**src/inc/sbh_pkg.sv**
```systemverilog
`default_nettype none
package sbh_pkg;
  // ****************************************************
  // bus format codes on the four mode pins
  // ****************************************************
  localparam logic [3:0] SBH_FMT_P16_I  = 4'h0;
  localparam logic [3:0] SBH_FMT_P8_I   = 4'h1;
  localparam logic [3:0] SBH_FMT_P16_II = 4'h2;
  localparam logic [3:0] SBH_FMT_P8_II  = 4'h3;
  localparam logic [3:0] SBH_FMT_P18_I  = 4'h8;
  localparam logic [3:0] SBH_FMT_P9_I   = 4'h9;
  localparam logic [3:0] SBH_FMT_P18_II = 4'ha;
  localparam logic [3:0] SBH_FMT_P9_II  = 4'hb;
  localparam logic [2:0] SBH_FMT_SER3   = 3'h2;
  localparam logic [2:0] SBH_FMT_SER4   = 3'h3;

  // ****************************************************
  // widths, positions and reset values
  // ****************************************************
  localparam int         SBH_DW          = 18;
  localparam logic [7:0] SBH_MEM_INDEX   = 8'h22;
  localparam logic [7:0] SBH_INDEX_RST   = 8'h00;
  localparam logic [17:0] SBH_LATCH_RST  = 18'h00000;
  localparam logic [3:0] SBH_SER4_BITS   = 4'h8;
  localparam logic [3:0] SBH_SER3_BITS   = 4'h9;
  localparam logic [3:0] SBH_BITCNT_RST  = 4'h0;
  localparam int         SBH_FIFO_DEPTH  = 4;

  // ****************************************************
  // sampled host pins
  // ****************************************************
  typedef struct packed {
    logic        cs_n;
    logic        dnc;
    logic        wr_n;
    logic        rd_n;
    logic [17:0] data;
    logic        sin;
  } sbh_pins_type;

  localparam sbh_pins_type SBH_PINS_RST = '{1'b1, 1'b1, 1'b1, 1'b1,
                                            18'h00000, 1'b0};

  // register write handed to the command side
  typedef struct packed {
    logic [7:0] index;
    logic [7:0] value;
  } sbh_regwr_type;
endpackage
`default_nettype wire

```
**src/logic/sbh_host_if.sv**
```systemverilog
// Functional notes
// - transfers only count while chip select is low; otherwise ignored
// - command/data select steers an access to command path or frame memory
// - mode 0000: 16-bit type I, registers on D7-D0, memory D15-D0
// - mode 0001: 8-bit type I, everything on D7-D0
// - mode 0010: 16-bit type II, registers D8-D1, memory D17-D10 and D8-D1
// - mode 0011: 8-bit type II, everything on D17-D10
// - mode 1000: 18-bit type I, registers D7-D0, memory D17-D0
// - mode 1001: 9-bit type I, registers D7-D0, memory D8-D0
// - mode 1010: 18-bit type II, registers D8-D1, memory D17-D0
// - mode 1011: 9-bit type II, registers D17-D10, memory D17-D9
// - upper mode 010: 3-wire serial, low pin is id, strobe is clock
// - upper mode 011: 4-wire serial with select, clock and in; the out pin is never driven
// - select low: write loads index outside video mode, read returns internal status
// - index kept as pointer for later select-high accesses
// - select high write goes to indexed register or frame memory
// - select high read returns indexed register or memory data
// - memory data goes to a write latch, then moves on by itself
// - memory reads pass a read latch; first read is a dummy
// - video mode pixels are shown directly, never stored
`timescale 1ns/1ps
`default_nettype none

// ****************************************************
// small fifo between write latch and frame memory
// ****************************************************
module sbh_fifo #(
  parameter int WIDTH = 18,
  parameter int DEPTH = 4
) (
  // clock and reset
  input  wire logic             clk,
  input  wire logic             arst_n,
  // fill side
  input  wire logic             in_valid,
  output logic                  in_ready,
  input  wire logic [WIDTH-1:0] in_data,
  // drain side
  output logic                  out_valid,
  input  wire logic             out_ready,
  output logic [WIDTH-1:0]      out_data
);
  localparam int AW = $clog2(DEPTH);
  logic [WIDTH-1:0] mem [DEPTH];
  logic [AW-1:0]    wp_r;
  logic [AW-1:0]    rp_r;
  logic [AW:0]      cnt_r;
  logic             push;
  logic             pop;

  assign in_ready  = (cnt_r != (AW+1)'(DEPTH));
  assign out_valid = (cnt_r != '0);
  assign out_data  = mem[rp_r];
  assign push      = in_valid && in_ready;
  assign pop       = out_valid && out_ready;

  // storage has no reset; only pointers matter
  always_ff @(posedge clk) begin
    if (push) begin
      mem[wp_r] <= in_data;
    end
  end

  // pointers wrap at depth, which need not be a power of two
  always_ff @(posedge clk or negedge arst_n) begin
    if (!arst_n) begin
      wp_r  <= '0;
      rp_r  <= '0;
      cnt_r <= '0;
    end else begin
      if (push) begin
        wp_r <= (wp_r == AW'(DEPTH-1)) ? '0 : wp_r + 1'b1;
      end
      if (pop) begin
        rp_r <= (rp_r == AW'(DEPTH-1)) ? '0 : rp_r + 1'b1;
      end
      cnt_r <= cnt_r + (AW+1)'(push) - (AW+1)'(pop);
    end
  end
endmodule

// ****************************************************
// system bus host interface
// ****************************************************
module sbh_host_if
  import sbh_pkg::*;
#(
  parameter int FIFO_DEPTH = SBH_FIFO_DEPTH
) (
  // clock and reset
  input  wire logic        CORE_CLK,
  input  wire logic        ARST_N,
  // host pins
  input  wire logic        CHIP_SELECT_N,
  input  wire logic        CMD_DATA_SEL_OR_SERIAL_CLK,
  input  wire logic        WRITE_STROBE_OR_SERIAL_CLK,
  input  wire logic        READ_STROBE_N,
  input  wire logic [3:0]  BUS_FORMAT_SEL,
  input  wire logic [17:0] HOST_DATA_PINS_I,
  output logic [17:0]      HOST_DATA_PINS_O,
  output logic             HOST_DATA_PINS_OE,
  input  wire logic        SERIAL_IN,
  output logic             SERIAL_OUT,
  output logic             SERIAL_OUT_OE,
  input  wire logic        VIDEO_MODE,
  // command register side
  output logic             REG_WR_VALID,
  output sbh_regwr_type    REG_WR,
  output logic [7:0]       INDEX_POINTER_REG,
  input  wire logic [7:0]  REG_RD_DATA,
  input  wire logic [7:0]  STATUS_IN,
  // frame memory side
  output logic             FM_WR_VALID,
  input  wire logic        FM_WR_READY,
  output logic [17:0]      FM_WR_DATA,
  output logic             FM_RD_REQ,
  input  wire logic [17:0] FM_RD_DATA,
  output logic             HOST_WR_BUSY,
  // video bypass
  output logic             VIDEO_PIX_VALID,
  output logic [17:0]      VIDEO_PIX,
  // status
  output logic             MODE_INVALID
);
  // ****************************************************
  // lane helpers
  // ****************************************************
  // register byte lanes per format
  function automatic logic [7:0] reg_byte(input logic [3:0] f,
                                          input logic [17:0] d);
    case (f)
      SBH_FMT_P16_II, SBH_FMT_P18_II: reg_byte = d[8:1];
      SBH_FMT_P8_II, SBH_FMT_P9_II:   reg_byte = d[17:10];
      default:                        reg_byte = d[7:0];
    endcase
  endfunction

  // frame memory lanes per format, right aligned
  function automatic logic [17:0] mem_word(input logic [3:0] f,
                                           input logic [17:0] d);
    case (f)
      SBH_FMT_P16_I:  mem_word = {2'h0, d[15:0]};
      SBH_FMT_P8_I:   mem_word = {10'h000, d[7:0]};
      SBH_FMT_P16_II: mem_word = {2'h0, d[17:10], d[8:1]};
      SBH_FMT_P8_II:  mem_word = {10'h000, d[17:10]};
      SBH_FMT_P9_I:   mem_word = {9'h000, d[8:0]};
      SBH_FMT_P9_II:  mem_word = {9'h000, d[17:9]};
      default:        mem_word = d;
    endcase
  endfunction

  // reverse mapping for driving read data back out
  function automatic logic [17:0] place_reg(input logic [3:0] f,
                                            input logic [7:0] b);
    case (f)
      SBH_FMT_P16_II, SBH_FMT_P18_II: place_reg = {9'h000, b, 1'b0};
      SBH_FMT_P8_II, SBH_FMT_P9_II:   place_reg = {b, 10'h000};
      default:                        place_reg = {10'h000, b};
    endcase
  endfunction

  function automatic logic [17:0] place_mem(input logic [3:0] f,
                                            input logic [17:0] w);
    case (f)
      SBH_FMT_P16_II: place_mem = {w[15:8], 1'b0, w[7:0], 1'b0};
      SBH_FMT_P8_II:  place_mem = {w[7:0], 10'h000};
      SBH_FMT_P9_II:  place_mem = {w[8:0], 9'h000};
      SBH_FMT_P16_I:  place_mem = {2'h0, w[15:0]};
      SBH_FMT_P8_I:   place_mem = {10'h000, w[7:0]};
      SBH_FMT_P9_I:   place_mem = {9'h000, w[8:0]};
      default:        place_mem = w;
    endcase
  endfunction

  // ****************************************************
  // pin synchronisers
  // ****************************************************
  sbh_pins_type pins;
  sbh_pins_type s1_r;
  sbh_pins_type s2_r;
  sbh_pins_type prev_r;
  logic [3:0]   fmt_s1_r;
  logic [3:0]   fmt_r;

  assign pins = '{CHIP_SELECT_N, CMD_DATA_SEL_OR_SERIAL_CLK,
                  WRITE_STROBE_OR_SERIAL_CLK, READ_STROBE_N,
                  HOST_DATA_PINS_I, SERIAL_IN};

  // two flops before anything looks at a pin other than VIDEO_MODE
  always_ff @(posedge CORE_CLK or negedge ARST_N) begin
    if (!ARST_N) begin
      s1_r     <= SBH_PINS_RST;
      s2_r     <= SBH_PINS_RST;
      prev_r   <= SBH_PINS_RST;
      fmt_s1_r <= SBH_FMT_P8_I;
      fmt_r    <= SBH_FMT_P8_I;
    end else begin
      s1_r     <= pins;
      s2_r     <= s1_r;
      prev_r   <= s2_r;
      fmt_s1_r <= BUS_FORMAT_SEL;
      fmt_r    <= fmt_s1_r;
    end
  end

  // ****************************************************
  // format decode and access events
  // ****************************************************
  logic is_ser3;
  logic is_ser4;
  logic is_par;
  logic selected;
  logic wr_end;
  logic rd_start;
  logic rd_end;
  logic scl_rise;

  assign is_ser3  = (fmt_r[3:1] == SBH_FMT_SER3);
  assign is_ser4  = (fmt_r[3:1] == SBH_FMT_SER4);
  assign is_par   = (fmt_r[3:2] == 2'b00)
                    || (fmt_r[3:2] == 2'b10);
  // write ends, read starts and serial clock rises count only while selected now and one cycle ago
  assign selected = !s2_r.cs_n && !prev_r.cs_n;
  assign wr_end   = selected && is_par && !prev_r.wr_n && s2_r.wr_n
                    && s2_r.rd_n;
  assign rd_start = selected && is_par && prev_r.rd_n && !s2_r.rd_n
                    && s2_r.wr_n;
  assign rd_end   = is_par && !prev_r.rd_n && s2_r.rd_n;
  assign scl_rise = selected && !prev_r.wr_n && s2_r.wr_n;

  // ****************************************************
  // serial shifter
  // ****************************************************
  logic [8:0] sh_r;
  logic [3:0] bitcnt_r;
  logic [3:0] ser_len;
  logic       ser_done;
  logic [8:0] sh_nxt;
  logic       ser_dnc;

  assign ser_len  = is_ser3 ? SBH_SER3_BITS : SBH_SER4_BITS;
  assign sh_nxt   = {sh_r[7:0], s2_r.sin};
  assign ser_done = scl_rise && (is_ser3 || is_ser4)
                    && (bitcnt_r == ser_len - 4'h1);
  // 3-wire frames carry select as first bit; 4-wire uses the pin
  assign ser_dnc  = is_ser3 ? sh_r[7] : s2_r.dnc;

  // a deselect restarts framing so a torn frame cannot shift bits
  always_ff @(posedge CORE_CLK or negedge ARST_N) begin
    if (!ARST_N) begin
      sh_r     <= '0;
      bitcnt_r <= SBH_BITCNT_RST;
    end else if (s2_r.cs_n || ser_done) begin
      bitcnt_r <= SBH_BITCNT_RST;
    end else if (scl_rise && (is_ser3 || is_ser4)) begin
      sh_r     <= sh_nxt;
      bitcnt_r <= bitcnt_r + 4'h1;
    end
  end

  // ****************************************************
  // unified write decode
  // ****************************************************
  logic        any_wr;
  logic        wr_dnc;
  logic [7:0]  wr_byte;
  logic [17:0] wr_word;
  logic        to_mem;

  assign any_wr  = wr_end || ser_done;
  assign wr_dnc  = ser_done ? ser_dnc : s2_r.dnc;
  assign wr_byte = ser_done ? sh_nxt[7:0] : reg_byte(fmt_r, s2_r.data);
  assign wr_word = ser_done ? {10'h000, sh_nxt[7:0]}
                            : mem_word(fmt_r, s2_r.data);
  assign to_mem  = wr_dnc && (INDEX_POINTER_REG == SBH_MEM_INDEX);

  // index pointer, reloaded by every select-low write outside video mode
  always_ff @(posedge CORE_CLK or negedge ARST_N) begin
    if (!ARST_N) begin
      INDEX_POINTER_REG <= SBH_INDEX_RST;
    end else if (any_wr && !wr_dnc && !VIDEO_MODE) begin
      INDEX_POINTER_REG <= wr_byte;
    end
  end

  // command register writes as a one-cycle pulse
  always_ff @(posedge CORE_CLK or negedge ARST_N) begin
    if (!ARST_N) begin
      REG_WR_VALID <= 1'b0;
      REG_WR       <= '0;
    end else begin
      REG_WR_VALID <= any_wr && wr_dnc && !to_mem;
      if (any_wr && wr_dnc && !to_mem) begin
        REG_WR <= '{INDEX_POINTER_REG, wr_byte};
      end
    end
  end

  // ****************************************************
  // write latch and memory queue
  // ****************************************************
  logic        fifo_in_ready;
  logic        fifo_out_valid;
  logic [17:0] fifo_out_data;
  logic        drain;
  logic        push;

  // video mode keeps pixels away from the memory path
  assign push  = any_wr && to_mem && !VIDEO_MODE;
  assign drain = !FM_WR_VALID || FM_WR_READY;

  sbh_fifo #(
    .WIDTH (SBH_DW),
    .DEPTH (FIFO_DEPTH)
  ) u_fifo (
    .clk       (CORE_CLK),
    .arst_n    (ARST_N),
    .in_valid  (push),
    .in_ready  (fifo_in_ready),
    .in_data   (wr_word),
    .out_valid (fifo_out_valid),
    .out_ready (drain),
    .out_data  (fifo_out_data)
  );

  // output stage moves words on without host action
  always_ff @(posedge CORE_CLK or negedge ARST_N) begin
    if (!ARST_N) begin
      FM_WR_VALID  <= 1'b0;
      FM_WR_DATA   <= SBH_LATCH_RST;
      HOST_WR_BUSY <= 1'b0;
    end else begin
      if (drain) begin
        FM_WR_VALID <= fifo_out_valid;
        FM_WR_DATA  <= fifo_out_data;
      end
      // a push while full is lost; busy warns the host first
      HOST_WR_BUSY <= !fifo_in_ready;
    end
  end

  // ****************************************************
  // read path with read latch
  // ****************************************************
  typedef enum logic [2:0] {
    RD_IDLE  = 3'b001,
    RD_FETCH = 3'b010,
    RD_DRIVE = 3'b100
  } sbh_rdst_type;

  sbh_rdst_type rd_st_r;
  logic [17:0]  rd_latch_r;

  // read strobe low: drive; its rise prefetches next memory word
  always_ff @(posedge CORE_CLK or negedge ARST_N) begin
    if (!ARST_N) begin
      rd_st_r           <= RD_IDLE;
      HOST_DATA_PINS_OE <= 1'b0;
      HOST_DATA_PINS_O  <= '0;
      FM_RD_REQ         <= 1'b0;
      rd_latch_r        <= SBH_LATCH_RST;
    end else begin
      FM_RD_REQ <= 1'b0;
      if (any_wr && !wr_dnc) begin
        rd_latch_r <= SBH_LATCH_RST;
      end
      case (rd_st_r)
        RD_IDLE: begin
          if (rd_start) begin
            rd_st_r           <= RD_DRIVE;
            HOST_DATA_PINS_OE <= 1'b1;
            if (!s2_r.dnc) begin
              HOST_DATA_PINS_O <= place_reg(fmt_r, STATUS_IN);
            end else if (INDEX_POINTER_REG == SBH_MEM_INDEX) begin
              HOST_DATA_PINS_O <= place_mem(fmt_r, rd_latch_r);
            end else begin
              HOST_DATA_PINS_O <= place_reg(fmt_r, REG_RD_DATA);
            end
          end
        end
        RD_DRIVE: begin
          if (rd_end || s2_r.cs_n) begin
            rd_st_r           <= RD_IDLE;
            HOST_DATA_PINS_OE <= 1'b0;
            if (s2_r.dnc && INDEX_POINTER_REG == SBH_MEM_INDEX) begin
              rd_st_r   <= RD_FETCH;
              FM_RD_REQ <= 1'b1;
            end
          end
        end
        RD_FETCH: begin
          rd_st_r    <= RD_IDLE;
          rd_latch_r <= FM_RD_DATA;
        end
        default: begin
          rd_st_r <= RD_IDLE;
        end
      endcase
    end
  end

  // ****************************************************
  // video bypass and status
  // ****************************************************
  always_ff @(posedge CORE_CLK or negedge ARST_N) begin
    if (!ARST_N) begin
      VIDEO_PIX_VALID <= 1'b0;
      VIDEO_PIX       <= '0;
      MODE_INVALID    <= 1'b0;
      SERIAL_OUT      <= 1'b0;
      SERIAL_OUT_OE   <= 1'b0;
    end else begin
      VIDEO_PIX_VALID <= VIDEO_MODE;
      VIDEO_PIX       <= s2_r.data;
      MODE_INVALID    <= !(is_par || is_ser3 || is_ser4);
      // serial reads are not offered; the output stays released
      SERIAL_OUT      <= 1'b0;
      SERIAL_OUT_OE   <= 1'b0;
    end
  end
endmodule
`default_nettype wire

```
**config.mk**
```make
export PLATFORM = sky130hd
export DESIGN_NAME = sbh_host_if
export DESIGN_NICKNAME = d
export VERILOG_FILES = /design/src/inc/sbh_pkg.sv /design/src/logic/sbh_host_if.sv
export SDC_FILE = /design/constraint.sdc
export NUM_CORES = 1
export LEC_CHECK = 0
export BUFFER_PORTS_ARGS = -buffer_cell sky130_fd_sc_hd__buf_2
export CORE_AREA = 8 8 192 194
export CTS_BUF_LIST = sky130_fd_sc_hd__clkbuf_8
export CTS_CLUSTER_SIZE = 8
export DETAILED_ROUTE_END_ITERATION = 16
export DIE_AREA = 0 0 200 202
export GPL_TIMING_DRIVEN = 0
export PLACE_DENSITY_LB_ADDON = 0.1
export REMOVE_ABC_BUFFERS = 1
export SYNTH_ARGS = -nofsm -noshare
export SYNTH_HDL_FRONTEND = slang
export SYNTH_HIERARCHICAL = 1
export SYNTH_SLANG_ARGS = --single-unit
```
**constraint.sdc**
```tcl
create_clock -name CORE_CLK -period 7.2 [get_ports CORE_CLK]
set_input_delay 0.36 -clock CORE_CLK [delete_from_list [all_inputs] [get_ports CORE_CLK]]
set_output_delay 0.36 -clock CORE_CLK [all_outputs]
set_load 0.02 [all_outputs]
```
Word-level counts from Yosys, hierarchy flattened
Memory sizes are Yosys's and may differ from the RTL's. A register that Yosys moved wholly into a read port is not among the register bits.
Index checks and enable logic that the tools add are counted.
{ "word_totals": {"regBits": 164, "mem_bits_rw": 72, "in_bits": 65, "output_inout_bits": 87, "elab_cells": 149, "mem_count": 1} }
{ "memory_table": {"columns": ["name", "words", "word_bits", "read_ports", "rd_clocked_by_memory_dff", "wr", "line", "source"], "rows": [
  ["u_fifo.mem", 4, 18, 1, 1, 1, "sbh_host_if.sv:44", "logic [WIDTH-1:0] mem [DEPTH];"]
]} }
{ "classes": {"add_sub_neg": 6, "eq_ne": 19, "n_mux": 30, "bitwise_logic": 1, "reduce_logical": 56} }
{ "op_table": {"columns": ["op", "n"], "rows": [
  ["$pmux 18 s6", 2],
  ["$mux 18", 5],
  ["$pmux 18 s2", 2],
  ["$logic_and 1x1->1", 24],
  ["$pmux 8 s2", 1],
  ["$eq 4x4->1 const B", 3],
  ["$logic_not 1->1", 12],
  ["$mux 1", 10],
  ["$eq 3x2->1 const B", 3],
  ["$eq 4x2->1 const B", 2],
  ["$eq 8x6->1 const B", 1],
  ["$logic_or 1x1->1", 8],
  ["$mux 4", 2],
  ["$mux 8", 1],
  ["$eq 2x2->1 const B", 3],
  ["$mux 2", 3],
  ["$mux 3", 2],
  ["$pmux 3 s2", 1],
  ["$reduce_and 2->1", 3],
  ["$reduce_bool 2->1", 3],
  ["$add 2x1->2 const B", 2],
  ["$add 4x1->4 const B", 1],
  ["$eq 4x1->1 const B", 1],
  ["$eq 4x4->1", 1],
  ["other kinds (14)", 16]
]} }

Logic depth before layout (Yosys ltp)
{ "logic_depth": {"word_depth": 13, "depth_mapped": 11} }

Modules after synthesis
Netlist, hierarchy kept.
{ "by_module_without_submodules": {"columns": ["mod", "n_inst", "cells_each", "area_per_inst_um2"], "rows": [
  ["sbh_host_if", 1, 701, 7604.8],
  ["sbh_fifo", 1, 133, 3042.9]
]} }

Worst setup path before layout
Ideal clock, no wire load.
{ "synth_timing": {"path_kind": "register -> register", "start": "register s2_r[20] in the netlist's numbering", "end": "register u_fifo.cnt_r[2]", "arrival_time_ps": 2821, "t_required_ps": 7076, "setup_slack_ps": 4255, "stages_incl_launch_ff": 11, "period_less_slack_ps": 2945, "cell_sequence": "dfstp_2 > or4b_4 > nor3b_4 > nand4b_1 > a211oi_1 > a21boi_2 > ha_1 > inv_1 > fa_1 > xnor2_1 > xnor2_1"} }
{ "synth_via": {"elab_chain_len": 10, "elab_cells_between_ends": 13, "classes_between": "add/sub: 2; mux: 1; reduce/logical: 10"} }
{ "synth_lines": {"columns": ["element", "line", "source"], "rows": [
  ["start, declared", "sbh_host_if.sv:180", "sbh_pins_type s2_r;"],
  ["start signal, assigned", "sbh_host_if.sv:199", "s2_r <= s1_r;"],
  ["$logic_and 1x1->1", "sbh_host_if.sv:229", "assign scl_rise = selected && !prev_r.wr_n && s2_r.wr_n;"],
  ["$logic_and 1x1->1", "sbh_host_if.sv:243", "assign ser_done = scl_rise && (is_ser3 || is_ser4)"],
  ["$logic_and 1x1->1", "sbh_host_if.sv:244", "&& (bitcnt_r == ser_len - 4'h1);"],
  ["$mux 1", "sbh_host_if.sv:271", "assign wr_dnc = ser_done ? ser_dnc : s2_r.dnc;"],
  ["$logic_and 1x1->1", "sbh_host_if.sv:275", "assign to_mem = wr_dnc && (INDEX_POINTER_REG == SBH_MEM_INDEX);"],
  ["$logic_and 1x1->1 (*) (2 in a row)", "sbh_host_if.sv:309", "assign push = any_wr && to_mem && !VIDEO_MODE;"],
  ["via push", "sbh_host_if.sv:306", "logic push;"],
  ["$logic_and 1x1->1 (*)", "sbh_host_if.sv:54", "assign push = in_valid && in_ready;"],
  ["via u_fifo.push", "sbh_host_if.sv:48", "logic push;"],
  ["$add 3x1->3 (*)", "sbh_host_if.sv:77", "cnt_r <= cnt_r + (AW+1)'(push) - (AW+1)'(pop);"],
  ["$sub 3x1->3 (*)", "sbh_host_if.sv:77", null],
  ["end signal, assigned", "sbh_host_if.sv:77", null],
  ["end, declared", "sbh_host_if.sv:47", "logic [AW:0] cnt_r;"]
]} }
The timed path passes the listed nets; every way through them passes the cells marked *.
A chain may end at the register's enable or synchronous reset.

Worst setup path after layout
{ "layout_timing": {"start": "register s2_r[20] in the netlist's numbering", "end": "memory u_fifo.mem[3][17], enable pin"} }
{ "layout_via": {"elab_chain_len": 10, "elab_cells_between_ends": 13, "classes_between": "mux: 3; reduce/logical: 10"} }
{ "layout_lines": {"columns": ["element", "line", "source"], "rows": [
  ["$logic_and 1x1->1", "sbh_host_if.sv:229", null],
  ["$logic_and 1x1->1", "sbh_host_if.sv:243", null],
  ["$logic_and 1x1->1", "sbh_host_if.sv:244", null],
  ["$mux 1", "sbh_host_if.sv:271", null],
  ["$logic_and 1x1->1", "sbh_host_if.sv:275", null],
  ["$logic_and 1x1->1 (*) (2 in a row)", "sbh_host_if.sv:309", null],
  ["via push", "sbh_host_if.sv:306", null],
  ["$logic_and 1x1->1 (*)", "sbh_host_if.sv:54", null],
  ["via u_fifo.push", "sbh_host_if.sv:48", null],
  ["$mux 1 (*)", "sbh_host_if.sv:59", "if (push) begin"],
  ["$mux 1 (not written as such) (*)", "sbh_host_if.sv:60", "mem[wp_r] <= in_data;"],
  ["end, declared", "sbh_host_if.sv:44", null]
]} }
Marks and branches as above.

==> summary.md <==
| Metric | Value |
|---|---|
| RSZ-0062 raised after global routing | `false` |
| Final instance area | `13100 um2` |
| Synth unique cells | `70` |
| Final cycle utilization of the critical path | `0.566` |
| Layout cells sized above 1 | `0.277` |
| Sequential power share | `0.483` |
| Post-Route WL | `29.2 mm` |
| Core ar. | `~34000 um2` |
| Crit-path max FO | `18` |
| Final Non-Filler Cells | `1519` |
| CP Launch Point | `s2_r[20]` |
| Status | `finished, final reports clean` |
| DRT antenna net count | `0` |
| Min Tclk post-route | `roughly 4 ns` |
| Critical Path RT | `about 7.4 ns` |
| Max-slew violations | `0` |
| Clock Sinks | `254` |
| Largest net degree at the start of global routing | `93` |
| Gr usage total | `0.144` |
| Synthesis Warnings | `6` |
| Worst-margin pin slew | `approximately 1.1 ns` |
| Register area | `slightly below 7000 um2` |
| Post-DP HPWL | `19.6 mm` |
| Detailed-route wire length per cell | `19.3 um` |
| Pwr Density | `around 290 nW/um2` |
| Clock Tree Buf Depth | `3` |
| Multi-input gate area | `roughly 3600 um2` |
| Slew headroom | `0.258` |
| CTS Hold Bufs | `around 40` |
| Post-synth EDFFs | `about 70` |
| Final Hold Fails | `0` |
| DR DRC count | `0` |
| Worst Path Class, Setup | `flip-flop to flip-flop` |
| Ranking of synthesized cells by area | `dfrtp_1 39%, edfxtp_1 20%, mux2_2 3.8%, mux4_2 3.8%, dfstp_2 3.5%` |
| Max Clk Rate | `between 200 and 250 MHz` |
| Initial Util | `0.314` |
| Clock power frac | `0.328` |
| Leakage | `roughly 5.5 nW` |
| Internal power | `2.64 mW` |
| Vias in the first global route | `7585` |
| FP Rows | `a little under 70` |
| Ys async rst share | `0.717` |
| # port buffers | `between 100 and 150` |
| Placed cell count | `1392` |
| Global route overflow | `0` |
| Post-Syn Area | `10600 um2` |
| Global-route wire length before repair | `between 40 and 50 mm` |
| Sequential fraction of the synthesis area | `0.632` |
| Die Area | `about 40000 um2` |
| Num ports | `152` |
| Root Driver | `clkbuf_8` |
| Routed via count | `about 7.4k` |
| Syn Area/Cell | `approximately 13 um2` |
| Peak VDD IR | `~0.12 mV` |
| Maxcap violations | `0` |
| CTS tree | `built` |
| P_sw | `about 1.1 mW` |
| Clock latency on the worst-skew pair | `0.56 ns` |
| Worst setup SP type | `flip-flop` |
| Clock Pin Slew Worst Setup and Hold Paths | `around 0.05 ns` |
| Total CTS buffers | `46` |
| Comb power frac | `0.190` |
| Arr. time, crit path | `around 4.2 ns` |
| Setup TNS | `0 ns` |
| Critical path endpoint | `u_fifo/mem[3][17]` |
| # resized after CTS | `0` |
| Final Net Count | `1100` |
| Hold WC Path Type | `primary input to flip-flop` |
| Final Skew | `around 0.020 ns` |
| R2R setup slack | `3.12 ns` |
| Critical Path Sink Type | `flip-flop` |
| Ys flop type | `dfrtp_1` |
| Hold Startpoint | `FM_RD_DATA[5]` |
| H-tree Lvls | `2` |
| Drt via density | `~5` |
| Fill count | `3319` |
| Worst reg2reg startpoint | `s2_r[20]` |
| Placed Area | `11900 um2` |
| Sw frac | `0.300` |
| Post-CTS setup repair buffer count | `0` |
| DRT Pass-1 Iters | `5` |
| Initial antenna violation count | `0` |
| R2r endpoint | `u_fifo/mem[3][17]` |
| Post-Syn Instances | `~830` |
| Cell accounting for the most synthesized area | `dfrtp_1` |
| Synthesis-to-layout area growth | `23.3%` |
| # setup viols final | `0` |
| DRC violation total after the first TritonRoute iteration | `356` |
| Number of diodes | `0` |
| Die Ht | `202 um` |
| Reg2Reg Depth | `6` |
| Top cell type's share of synthesized area | `0.395` |
| FF+latch count, synth | `~250` |
| Die width | `around 200 um` |
| Routability cong. | `around 0.76` |
[per-stage QoR]
step | utilization | hold slack, ns | setup slack, ns | power (mW)
floorplan | - | 0.0644 | 4.05 | 2.27
finish | 0.387 | 0.0225 | 3.12 | 3.77
CTS | 0.387 | 0.00170 | 2.97 | 3.86
detailed placement | 0.350 | 0.335 | 3.00 | 2.57
global route | 0.387 | 0.0117 | 2.79 | 3.99
global placement | 0.346 | 0.331 | 2.47 | 2.56
[state kept, by name, summed over array words and instances, names as in the netlist, 16 cells and up]
| signal | flops |
|---|---|
| FM_WR_DATA | 18 |
| s2_r | 23 |
| u_fifo/mem | 72 |
| HOST_DATA_PINS_O | 18 |
| rd_latch_r | 18 |
| REG_WR | 16 |
| VIDEO_PIX | 18 |
| s1_r | 23 |
[placed cells by master, fill, tap and decap left out, drive strengths merged, types with 15 or more instances in the layout]
master	netlist	final
inv	33	53
dlygate4sd3	0	41
mux2	38	38
dfrtp	168	168
clkbuf	34	51
mux4	18	18
nand2b	15	15
a22oi	18	18
nand2	93	93
a21oi	38	38
o21ai	41	41
mux2i	28	28
nor2	48	48
buf	17	153
edfxtp	72	72
[cells in the mapped netlist (2+ instances only)]
master	count
dfstp_2	14
a311oi_1	4
dfrtp_1	168
o21ai_0	41
buf_1	5
a21oi_4	2
o22ai_1	5
nand2_1	92
a21o_1	3
o211ai_1	5
inv_1	33
xnor2_1	2
a221oi_1	5
a22o_1	6
buf_2	6
mux2_2	36
o221ai_1	8
and3_1	7
a22oi_1	18
a211oi_1	4
and2_1	9
mux2i_1	28
a2bb2oi_1	6
a31oi_1	4
nor4bb_1	2
nor3_1	11
a211o_1	4
a41oi_1	4
nor2b_1	6
nand2b_1	15
ha_1	8
a21oi_1	36
clkbuf_1	34
edfxtp_1	72
nand3_1	9
mux4_2	18
o2bb2ai_1	9
nor4_1	4
nor2_1	48
mux2_4	2
buf_4	5
o21a_1	6
o31ai_1	3
[metal layers]
layer | up-vias | routed length, um | track usage
met5 | - | 0 | 0
met4 | 0 | 852 | 0.0486
met3 | 68 | 1420 | 0.0294
met2 | 201 | 13800 | 0.232
met1 | 3711 | 13100 | 0.190
li1 | 3426 | - | -
[power groups by stage]
stage / Clock, mW / Combinational [mW] / Sequential (mW)
global route: 1.35 / 0.783 / 1.86
floorplan: 0 / 0.337 / 1.93
detailed placement: 0 / 0.715 / 1.86
CTS: 1.29 / 0.734 / 1.83
finish: 1.24 / 0.716 / 1.82
global placement: 0 / 0.698 / 1.86
[logic make-up (layout without fill, tap and decap cells)]
logic type,Yosys count,in the layout,share of synthesized area
DFF,254,254,0.632
and+or+nand+nor,218,218,0.0987
adders and majority gates,9,9,0.0113
buffers and inverters,84,313,0.0328
muxes,84,84,0.105
xor gates and xnor gates,2,2,0.00165
other,1,2,0.000352
AOI/OAI and AO/OA,182,182,0.118
[layout make-up]
type | count | area share
multi-input cells | 497 | 0.273
clock buffers | 51 | 0.0535
well taps | 455 | 0.0434
inverters | 33 | 0.00944
clock inverters | 35 | 0.0112
repair buffers | 194 | 0.0966
flip-flops and latches | 254 | 0.513
[critical path: stages, from the launching register on]
cell and delay [ns]:
dfstp_2 0.55, or4b_4 0.50, nor3b_4 0.53, a41oi_1 0.35, a211oi_1 0.49, a21boi_2 0.39
and2_1 0.87
[how the worst min path moves through the flow]
stage,cells after the start,end
floorplan,0,FM_RD_REQ
global placement,0,fmt_r[2]
detailed placement,0,s2_r[10]
CTS,3,rd_latch_r[6]
global route,3,rd_latch_r[6]
finish,3,rd_latch_r[5]
No activity file was read; power rests on OpenSTA's default activity.
